$ cat src/logic/wdg_pkg.sv
package wdg_pkg;
  localparam logic [7:0] WDG_ADDR_COUNT_CONTROL = 8'hD8;
  localparam logic [7:0] WDG_ADDR_OPTIONS = 8'hDC;
  localparam logic [7:0] WDG_RESET_VALUE = 8'hFE;
  localparam int WDG_BIT_ACTIVE = 0;
  localparam int WDG_BIT_SOFT_RESET = 1;
  localparam int WDG_PRESCALE_CYCLES = 3072;
  localparam logic [11:0] WDG_PRESCALE_LAST = 12'hBFF;
  localparam int WDG_POR_DELAY_CYCLES = 2048;
  localparam logic [11:0] WDG_POR_LAST = 12'h7FF;
  localparam logic [31:0] WDG_RDATA_ZERO = 32'h0000_0000;
  typedef enum logic [1:0] {
    WDG_RUN,
    WDG_WAIT,
    WDG_STOP
  } wdg_power_t;
endpackage : wdg_pkg

$ cat src/logic/wdg_sync.sv
`timescale 1ns/1ps
`default_nettype none
module wdg_sync (
  input wire logic I_CLK,
  input wire logic I_RST,
  input wire logic i_async,
  output logic o_sync
);
  logic meta_reg;
  always_ff @(posedge I_CLK) begin
    if (I_RST) begin
      meta_reg <= 1'b0;
      o_sync <= 1'b0;
    end else begin
      meta_reg <= i_async;
      o_sync <= meta_reg;
    end
  end
endmodule : wdg_sync
`default_nettype wire

$ cat src/logic/wdg_reset_stretch.sv
`timescale 1ns/1ps
`default_nettype none
module wdg_reset_stretch
  import wdg_pkg::*;
(
  input wire logic I_CLK,
  input wire logic I_RST,
  input wire logic i_trigger,
  output logic o_chip_reset
);
  logic [11:0] delay_reg;
  logic hold_reg;
  // Source still high keeps delay at zero; release then counts 2048 cycles
  always_ff @(posedge I_CLK) begin
    if (I_RST) begin
      delay_reg <= 12'h000;
      hold_reg <= 1'b1;
    end else if (i_trigger) begin
      delay_reg <= 12'h000;
      hold_reg <= 1'b1;
    end else if (hold_reg) begin
      if (delay_reg == WDG_POR_LAST) begin
        hold_reg <= 1'b0;
      end else begin
        delay_reg <= delay_reg + 12'h001;
      end
    end
  end
  assign o_chip_reset = hold_reg | i_trigger;
endmodule : wdg_reset_stretch
`default_nettype wire

$ cat src/logic/wdg_top.sv
// Notes on behaviour
// - Activated counter reaching the end count asserts chip reset.
// - Software option: inactive until software writes the activation bit one.
// - Activation cannot be undone by writes; only chip reset clears it.
// - While inactive, true STOP with oscillator halted is allowed.
// - Hardware option: activation bit 0 reads one and ignores writes.
// - Hardware option without external stop control: STOP behaves as WAIT.
// - External stop control while active: NMI low gives WAIT, NMI high freezes and stops.
// - Leaving STOP on interrupt resumes counting from the held value.
// - Reset loads FEh: active clear, soft reset and countdown bits set.
// - Soft reset bit 1 becoming zero triggers immediate chip reset.
// - Register bit 7 is counter LSB, register bit 2 counter bit 5.
// - Counter bit 6 falling to zero triggers reset.
// - Sixty-four periods from 3072 to 196608 clock cycles.
// - Inactive: free 7-bit down timer, soft reset bit is MSB, no reset.
// - At least 28 instructions run before a reset can occur.
// - Watchdog reset restarts exactly like pin reset, with delay.
// - Internal reset held 2048 cycles after source released.
//
// Chosen here: the AHB-Lite interface to the registers.
`timescale 1ns/1ps
`default_nettype none
module wdg_top
  import wdg_pkg::*;
(
  input wire logic I_CLK,
  input wire logic I_RST,
  input wire logic I_HSEL,
  input wire logic [31:0] I_HADDR,
  input wire logic [1:0] I_HTRANS,
  input wire logic I_HWRITE,
  input wire logic [2:0] I_HSIZE,
  input wire logic [31:0] I_HWDATA,
  input wire logic I_HREADY,
  output logic [31:0] O_HRDATA,
  output logic O_HREADYOUT,
  output logic O_HRESP,
  input wire logic I_RESET_PIN_N,
  input wire logic I_NMI,
  input wire logic I_STOP_REQ,
  input wire logic I_WAIT_REQ,
  input wire logic I_WAKE_IRQ,
  output logic O_CHIP_RESET,
  output logic O_OSC_ENABLE,
  output logic O_CPU_STOPPED,
  output logic O_CPU_WAITING
);
  import wdg_pkg::*;

  logic nmi_s;
  logic pin_n_s;
  logic [7:0] ctrl_reg;
  logic [11:0] presc_reg;
  logic [1:0] opt_reg;
  logic opt_hw;
  logic opt_ext_stop;
  logic active;
  logic [6:0] count;
  logic [6:0] count_next;
  logic [7:0] wr_value;
  logic tick;
  logic expire;
  logic soft_reset;
  logic trigger;
  logic chip_reset;
  wdg_power_t power_reg;
  logic frozen;
  logic ph_valid_reg;
  logic ph_write_reg;
  logic [7:0] ph_addr_reg;
  logic bus_wr;
  logic [7:0] wr_byte;
  logic [7:0] ctrl_next;
  logic [7:0] counted;
  logic [7:0] ctrl_view;
  logic [31:0] rdata_next;
  logic [11:0] presc_next;
  logic [1:0] opt_next;
  logic addr_req;
  logic rd_req;
  logic wr_ctrl;
  logic wr_opt;
  logic stop_true;
  wdg_power_t power_next;

  // Pins cross into the clock domain first
  wdg_sync u_sync_nmi (
    .I_CLK(I_CLK),
    .I_RST(I_RST),
    .i_async(I_NMI),
    .o_sync(nmi_s)
  );

  wdg_sync u_sync_pin (
    .I_CLK(I_CLK),
    .I_RST(1'b0),
    .i_async(I_RESET_PIN_N),
    .o_sync(pin_n_s)
  );

  // Options: bit0 hardware activation, bit1 external stop control
  // Writable only inside the reset stretch, so running code cannot change them
  always_comb begin
    opt_next = opt_reg;
    if (wr_opt && chip_reset) begin
      opt_next = wr_byte[1:0];
    end
  end

  always_ff @(posedge I_CLK) begin
    if (I_RST) begin
      opt_reg <= 2'h0;
    end else begin
      opt_reg <= opt_next;
    end
  end
  assign opt_hw = opt_reg[0];
  assign opt_ext_stop = opt_reg[1];

  // AHB-Lite address phase capture
  always_ff @(posedge I_CLK) begin
    if (I_RST) begin
      ph_valid_reg <= 1'b0;
      ph_write_reg <= 1'b0;
      ph_addr_reg <= 8'h00;
    end else if (I_HREADY) begin
      ph_valid_reg <= I_HSEL & I_HTRANS[1];
      ph_write_reg <= I_HWRITE;
      ph_addr_reg <= I_HADDR[7:0];
    end
  end
  assign bus_wr = ph_valid_reg & ph_write_reg;
  assign wr_byte = I_HWDATA[7:0];
  assign wr_ctrl = bus_wr && (ph_addr_reg == WDG_ADDR_COUNT_CONTROL);
  assign wr_opt = bus_wr && (ph_addr_reg == WDG_ADDR_OPTIONS);
  assign addr_req = I_HREADY & I_HSEL & I_HTRANS[1];
  assign rd_req = addr_req & !I_HWRITE;
  assign O_HREADYOUT = 1'b1;
  assign O_HRESP = 1'b0;

  // Next-state values, so a read straight after a write sees the new value
  always_comb begin
    case (I_HADDR[7:0])
      WDG_ADDR_COUNT_CONTROL: begin
        rdata_next = {24'h000000, ctrl_view};
      end
      WDG_ADDR_OPTIONS: begin
        rdata_next = {30'h0, opt_next};
      end
      default: begin
        rdata_next = WDG_RDATA_ZERO;
      end
    endcase
  end

  always_ff @(posedge I_CLK) begin
    if (I_RST) begin
      O_HRDATA <= WDG_RDATA_ZERO;
    end else if (rd_req) begin
      O_HRDATA <= rdata_next;
    end
  end

  // Counter view: bit6 is soft reset, bits5..0 reversed from register
  genvar g;
  generate
    for (g = 0; g < 6; g++) begin : g_map
      assign count[g] = ctrl_reg[7 - g];
    end
  endgenerate
  assign count[6] = ctrl_reg[WDG_BIT_SOFT_RESET];
  assign active = opt_hw | ctrl_reg[WDG_BIT_ACTIVE];

  assign count_next = count - 7'h01;
  assign frozen = (power_reg == WDG_STOP);
  assign tick = (presc_reg == WDG_PRESCALE_LAST) && !frozen;

  // Held while frozen so a wake resumes mid-period, not from a fresh period
  always_comb begin
    presc_next = presc_reg;
    if (chip_reset || bus_wr) begin
      presc_next = 12'h000;
    end else if (tick) begin
      presc_next = 12'h000;
    end else if (!frozen) begin
      presc_next = presc_reg + 12'h001;
    end
  end

  always_ff @(posedge I_CLK) begin
    presc_reg <= presc_next;
  end

  // Write value: activation bit sticky, never cleared by software
  always_comb begin
    wr_value = wr_byte;
    wr_value[WDG_BIT_ACTIVE] = wr_byte[WDG_BIT_ACTIVE] | ctrl_reg[WDG_BIT_ACTIVE];
  end

  // Decremented count laid back into register bit order
  generate
    for (g = 0; g < 6; g++) begin : g_unmap
      assign counted[7 - g] = count_next[g];
    end
  endgenerate
  assign counted[WDG_BIT_SOFT_RESET] = count_next[6];
  assign counted[WDG_BIT_ACTIVE] = ctrl_reg[WDG_BIT_ACTIVE];

  // Reload beats the tick in one cycle; free 7-bit timer wraps when inactive
  always_comb begin
    ctrl_next = ctrl_reg;
    if (chip_reset) begin
      ctrl_next = WDG_RESET_VALUE;
    end else if (wr_ctrl) begin
      ctrl_next = wr_value;
    end else if (tick) begin
      ctrl_next = counted;
    end
  end
  assign ctrl_view = {ctrl_next[7:1], ctrl_next[WDG_BIT_ACTIVE] | opt_hw};

  always_ff @(posedge I_CLK) begin
    ctrl_reg <= ctrl_next;
  end

  // Reset when soft reset bit reads zero while active
  assign soft_reset = active & !ctrl_reg[WDG_BIT_SOFT_RESET];
  assign expire = soft_reset;
  // Minimum first period is 3072 cycles, far beyond 28 instructions
  assign trigger = expire | !pin_n_s | I_RST;

  wdg_reset_stretch u_stretch (
    .I_CLK(I_CLK),
    .I_RST(1'b0),
    .i_trigger(trigger),
    .o_chip_reset(chip_reset)
  );
  assign O_CHIP_RESET = chip_reset;

  // True STOP only when nothing needs the clock
  assign stop_true = !active | (opt_ext_stop & nmi_s);

  // Power mode next state on STOP, WAIT and wake
  always_comb begin
    power_next = power_reg;
    unique case (power_reg)
      WDG_RUN: begin
        if (I_STOP_REQ) begin
          if (stop_true) begin
            power_next = WDG_STOP;
          end else begin
            power_next = WDG_WAIT;
          end
        end else if (I_WAIT_REQ) begin
          power_next = WDG_WAIT;
        end
      end
      WDG_WAIT: begin
        if (I_WAKE_IRQ) begin
          power_next = WDG_RUN;
        end
      end
      WDG_STOP: begin
        if (I_WAKE_IRQ) begin
          power_next = WDG_RUN;
        end
      end
      default: begin
        power_next = WDG_RUN;
      end
    endcase
  end

  always_ff @(posedge I_CLK) begin
    if (chip_reset) begin
      power_reg <= WDG_RUN;
    end else begin
      power_reg <= power_next;
    end
  end

  // Oscillator must keep running whenever counting is needed
  assign O_OSC_ENABLE = (power_reg != WDG_STOP) | chip_reset;
  assign O_CPU_STOPPED = (power_reg == WDG_STOP);
  assign O_CPU_WAITING = (power_reg == WDG_WAIT);
endmodule : wdg_top
`default_nettype wire

$ cat config.mk
export PLATFORM = sky130hd
export DESIGN_NAME = wdg_top
export DESIGN_NICKNAME = d
export VERILOG_FILES = /design/src/logic/wdg_pkg.sv /design/src/logic/wdg_sync.sv /design/src/logic/wdg_reset_stretch.sv /design/src/logic/wdg_top.sv
export SDC_FILE = /design/constraint.sdc
export NUM_CORES = 1
export LEC_CHECK = 0
export ABC_CLOCK_PERIOD_IN_PS = 3000
export BUFFER_PORTS_ARGS = -buffer_cell sky130_fd_sc_hd__buf_4
export CORE_UTILIZATION = 48
export DETAILED_ROUTE_END_ITERATION = 16
export PLACE_DENSITY = 0.85
export SYNTH_ARGS = -nofsm -noshare
export SYNTH_HDL_FRONTEND = slang
export SYNTH_SLANG_ARGS = --single-unit
export TNS_END_PERCENT = 5
$ cat constraint.sdc
create_clock -name I_CLK -period 3 [get_ports I_CLK]
set_input_delay 0.6 -clock I_CLK [delete_from_list [all_inputs] [get_ports I_CLK]]
set_output_delay 0.6 -clock I_CLK [all_outputs]
set_load 0.02 [all_outputs]
# [Word level (Yosys, flattened, before mapping)]
# Index checks and enable logic that the tools add are counted.
# W data, S select, Z words.
[word_totals] reg_bits=83 latch_bits=0 ram_bits=0 mem_bits_ro=0 input_bits=79 out_inout_bits=38 word_cells=71 mem_count=0
[op_classes] add_sub_neg=3 n_mul=0 n_div=0 n_lt_le_gt_ge=0 eq_ne=11 shift=0 muxes=12 n_bitwise=16 reduce_logical=15
[op_table] op="$eq A8 B8 Y1 const B" count=4
[op_table] op="$add A12 B1 Y12 const B" count=2
[op_table] op="$mux W8" count=3
[op_table] op="$pmux W8 S2" count=1
[op_table] op="$eq A12 B11 Y1 const B" count=1
[op_table] op="$eq A12 B12 Y1 const B" count=1
[op_table] op="$mux W2" count=5
[op_table] op="$or A1 B1 Y1" count=8
[op_table] op="$and A1 B1 Y1" count=7
[op_table] op="$sub A7 B1 Y7 const B" count=1
[op_table] op="$logic_not A1 Y1" count=5
[op_table] op="$logic_and A1 B1 Y1" count=4
[op_table] op="$pmux W2 S2" count=1
[op_table] op="$reduce_and A2 Y1" count=2
[op_table] op="$reduce_or A2 Y1" count=2
[op_table] op="$ne A3 B3 Y1 const B" count=1
[op_table] op="$eq A2 B1 Y1 const B" count=1
[op_table] op="$eq A2 B2 Y1 const B" count=1
[op_table] op="$logic_not A2 Y1" count=1
[op_table] op="$mux W1" count=2
[op_table] op="$ne A2 B1 Y1 const B" count=1
[op_table] op="$ne A2 B2 Y1 const B" count=1
[op_table] op="$logic_or A1 B1 Y1" count=1
[op_table] op="$not A1 Y1" count=1

# [Logic depth before layout (Yosys ltp)]
[depth] word_depth=8 ltp_mapped=8 depth_no_buf=8

# [Cells and area by module]
# From an unflattened synthesis, not the netlist that was laid out.
[hier_totals] hier_cells=334 area_unflattened_um2=3004.1
[modules_own_cells] module="wdg_top" instances=1 cells_each=255 area_each_um2=2243.4 seq_area_each_um2=840.8
[modules_own_cells] module="wdg_reset_stretch" instances=1 cells_each=71 area_each_um2=655.6 seq_area_each_um2=260.2
[modules_own_cells] module="wdg_sync" instances=2 cells_each=4 area_each_um2=52.6 seq_area_each_um2=40.0

# [Worst setup path before layout]
# OpenSTA, ideal clock, no wires.
[synth_path] kind="register to register" startpoint="reg power_reg[0]" endpoint="reg O_HRDATA[1]" setup_time_ns=0.117 t_arrival_ns=2.310 t_required_ns=2.883 slack_ns=0.573 stages_incl_launch_ff=9 path_buffers=0 synth_period_minus_slack_ns=2.427 cell_sequence="dfxtp_1 inv_1 ha_1 nand4b_4 or4_4 o31a_2 o31ai_4 a22oi_1 a22o_1"
[synth_between] elab_chain_len=7
[synth_lines] item="start: declaration" line="wdg_top.sv:66" source="wdg_power_t power_reg;"
[synth_lines] item="start signal: assignment" line="wdg_top.sv:278" source="power_reg <= power_next;"
[synth_lines] item="$eq A2 B2 Y1"
[synth_lines] item="via O_CPU_STOPPED" line="wdg_top.sv:45" source="output logic O_CPU_STOPPED,"
[synth_lines] item="$logic_not A1 Y1"
[synth_lines] item="$logic_and A1 B1 Y1" line="wdg_top.sv:176" source="assign tick = (presc_reg == WDG_PRESCALE_LAST) && !frozen;"
[synth_lines] item="$mux W8" line="wdg_top.sv:216" source="end else if (tick) begin"
[synth_lines] item="$mux W8" line="wdg_top.sv:214" source="end else if (wr_ctrl) begin"
[synth_lines] item="$mux W8" line="wdg_top.sv:212" source="if (chip_reset) begin"
[synth_lines] item="$pmux W8 S2" line="wdg_top.sv:143" source="case (I_HADDR[7:0])"
[synth_lines] item="end signal: assignment" line="wdg_top.sv:160" source="O_HRDATA <= rdata_next;"
[synth_lines] item="end: declaration" line="wdg_top.sv:35" source="output logic [31:0] O_HRDATA,"
# The timed path passes the listed nets, and every way through them passes these cells.
# A chain may end at the register's enable or synchronous reset.

# [Worst setup path in the final report]
[layout_path] startpoint="reg power_reg[0]" endpoint="reg O_HRDATA[1]"
[layout_between] elab_chain_len=7
[layout_lines] item="$eq A2 B2 Y1" line="wdg_top.sv:175" source="assign frozen = (power_reg == WDG_STOP);"
[layout_lines] item="$logic_not A1 Y1"
[layout_lines] item="$logic_and A1 B1 Y1" line="wdg_top.sv:176"
[layout_lines] item="$mux W8" line="wdg_top.sv:216"
[layout_lines] item="$mux W8" line="wdg_top.sv:214"
[layout_lines] item="$mux W8" line="wdg_top.sv:212"
[layout_lines] item="$pmux W8 S2" line="wdg_top.sv:143"
# No other way between the ends.

==> flow_summary.json <==
{
  "status": "finished clean",
  "grt_pass1_wl_um": 9032,
  "post-route-min-period_ns": 2.531,
  "clk_latency_ns": 0.34,
  "regToRegSetupSlack_ns": 0.47,
  "area_growth_syn_to_layout_pct": 16.14,
  "cp-start-kind": "register",
  "cts_setup_buffers": 0,
  "die_area_um2": 6255,
  "synth_edf_count": 0,
  "die_x_um": 79.09,
  "wl_per_cell_um": 12.42,
  "ys_types": 51,
  "avgSynthCellArea_um2": 8.943,
  "r2r-end": "O_HRDATA[1]",
  "cp_max_fo": 8,
  "drt_iter0_markers": 91,
  "cts.path.max_buffers": 2,
  "leakagePower_nw": 1.394,
  "hold_path_class": "reg2reg",
  "postSynthCellCount": 319,
  "nets": 447,
  "rows": 27,
  "antennaDiodeCount": 0,
  "ys_async_sr_fraction": 0,
  "synthesis.area_um2": 2853,
  "globalplace.congestion": 0.8582,
  "crit_required_ns": 3.23,
  "clock_tree.root_cell": "clkbuf_8",
  "numCtsBuffers": 9,
  "holdPathEnd": "u_sync_pin.o_sync",
  "drcViolationCount": 0,
  "r2r-start": "power_reg[0]",
  "vias_per_cell": 5.132,
  "vias": 2253,
  "period_share": 0.8437,
  "ys_seq_area_frac": 0.4140,
  "fin_ws_ns": 0.4690,
  "rsz0062_at_grt": "no",
  "nFillCells": 485,
  "drv_cap": 0,
  "grt_pass1_vias": 2040,
  "dp_slack_ns": 0.4933,
  "numPortBuffers": 38,
  "tightest_slew_ns": 0.5683,
  "combPwrFrac": 0.061,
  "skew_ns": 0.007873,
  "hp-start": "u_sync_pin.meta_reg",
  "path_class": "reg2reg",
  "cts_tree": "yes",
  "r2r_cells": 8,
  "h-tree-depth": 3,
  "setup_violations": 0,
  "crit_slowest_cell": "or4_4",
  "fmax_ghz": 0.3951,
  "grt_max_degree": 21,
  "routed_wl_um": 5454,
  "powerDensity_nw_per_um2": 486.5,
  "start_util": 0.5087,
  "multi_input_area_um2": 1499,
  "final_max_slew_viol_count": 0,
  "p_seq_frac": 0.497,
  "overflow": 0,
  "hold_viol": 0,
  "ys_warn_count": 0,
  "end_kind": "register",
  "power_frac_clock": 0.442,
  "hold_depth": 0,
  "power_switching_w": 0.0003765,
  "hpwl_um": 4065,
  "ir_drop_uv": 367.2,
  "fin_setup_tns_ns": 0,
  "regArea_um2": 1181,
  "ys.flop_type": "dfxtp_1",
  "core_area_um2": 5608,
  "clk_pin_slew_ns": 0.06,
  "internal_power_w": 0.001235,
  "relSlewSlack": 0.6177,
  "clock-sinks": 59,
  "worstPathArrival_ns": 2.76,
  "cp-startpoint": "power_reg[0]",
  "firstDrtPassIters": 4,
  "antenna_found_initial": 0,
  "ys_ff_latch": 59,
  "slowest_delay_ns": 0.58,
  "postCtsHoldBufs": 0,
  "die_h_um": 79.09,
  "drive_gt1_frac": 0.1771,
  "switching_share": 0.2336,
  "ios": 117,
  "grt.total_usage": 0.1918,
  "cp_cell_sequence": "inv_1 > ha_1 > nand4b_4 > or4_4 > o31a_2 > o31ai_4 > a22oi_1 > a22o_1",
  "cts-resized-gates": 0,
  "postRouteAntennaNets": 0
}
-- power by group through the flow --
stage	combinational (W)	clock, W	sequential, W
after global placement	0.0000957	0	0.000818
after CTS	0.0000979	0.000724	0.000801
after floorplan	0.0000867	0	0.000817
final	0.0000977	0.000713	0.000801
after detailed placement	0.0000979	0	0.000819
after global routing	0.000108	0.000753	0.000802
-- stage by stage --
step / utilization / area (µm²) / cells / hold slack [ns] / total power, W
finish: 0.5908 / 3313 / 439 / 0.3292 / 0.001612
global placement: 0.5562 / 3119 / 423 / 0.3132 / 0.0009139
detailed placement: 0.5562 / 3119 / 423 / 0.3193 / 0.0009164
CTS: 0.5908 / 3313 / 439 / 0.3348 / 0.001623
global route: 0.5908 / 3313 / 439 / 0.3377 / 0.001664
floorplan: - / 2943 / 343 / 0.3096 / 0.0009036
-- how the worst max path moves through the flow --
stage	to	slack (ns)
detailed placement	O_HRDATA[1]	0.49
floorplan	O_HRDATA[1]	0.57
CTS	O_HRDATA[1]	0.48
global placement	O_HRDATA[1]	0.55
finish	O_HRDATA[1]	0.47
global route	O_HRDATA[1]	0.33
-- routing by layer --
layer	vias to the layer above	GRT usage	wire length, µm
met5	-	0	0
met3	13	0.04483	292
met4	0	0.1218	143
li1	1139	-	-
met2	76	0.3034	2531
met1	1025	0.2334	2486
-- layout by cell type (no fill, tap or decap), types with 3 or more instances in the layout --
cell      count
dfxtp_1      59
nor2_1       55
buf_4        41
conb_1       26
nand2_1      17
xor2_1       16
mux2i_1      13
a21oi_1      11
inv_1        10
clkbuf_8     10
nand3_1       9
nand2b_1      8
xnor2_1       8
nand4_1       8
nor3_1        7
nor4_1        6
ha_1          6
nor2b_1       5
a22o_1        4
or3_1         3
o21ai_0       3
clkinv_2      3
-- critical path: cells and delay by family (launching register included) --
| family | cells | cell delay, ns |
|---|---|---|
| fa+ha+maj | 1 | 0.30 |
| compound gates | 4 | 0.85 |
| flops | 1 | 0.37 |
| buf+inv | 1 | 0.08 |
| simple gates | 2 | 0.81 |
-- cells in the mapped netlist (2+ instances only) --
master      n  share of area
mux2i_1    13          0.046
xor2_1     16          0.049
nand2b_1    8          0.018
dfxtp_1    59           0.41
ha_1        6          0.026
xnor2_1     8          0.025
buf_4      26          0.068
a22oi_1     2         0.0053
conb_1      2         0.0026
and4b_1     2         0.0070
a31oi_1     2         0.0044
nand2_1    17          0.022
nand4b_1    2         0.0061
a22o_1      4          0.012
nor4_1      6          0.013
nand3_1     9          0.016
o31ai_1     2         0.0053
inv_1      10          0.013
clkbuf_1    6         0.0079
nor3_1      7          0.012
a21oi_1    11          0.019
or3_1       3         0.0066
nand4bb_1   2         0.0079
nand4_1     8          0.018
o21ai_0     3         0.0053
nor2b_1     5          0.011
a21o_1      2         0.0053
nor2_1     55          0.072
-- kinds of logic after synthesis --
group,count (synthesis),share of synthesized area
DFF,59,0.4140
and+or+nand+nor,136,0.2570
other,2,0.002633
adders and majority gates,6,0.02632
AOI/OAI and AO/OA,35,0.08859
xor gates and xnor gates,24,0.07368
buffers and inverters,44,0.09210
muxes,13,0.04561
-- layout make-up --
type | instances | share of cell area
Timing Repair Buffer | 41 | 0.09290
Clock buffer | 11 | 0.04267
Clock inverter | 5 | 0.01586
Tap cell | 72 | 0.02719
Inverter | 11 | 0.01246
Multi-Input combinational cell | 240 | 0.4524
Sequential cell | 59 | 0.3565
Note: power is estimated with default switching activity, not from simulation.
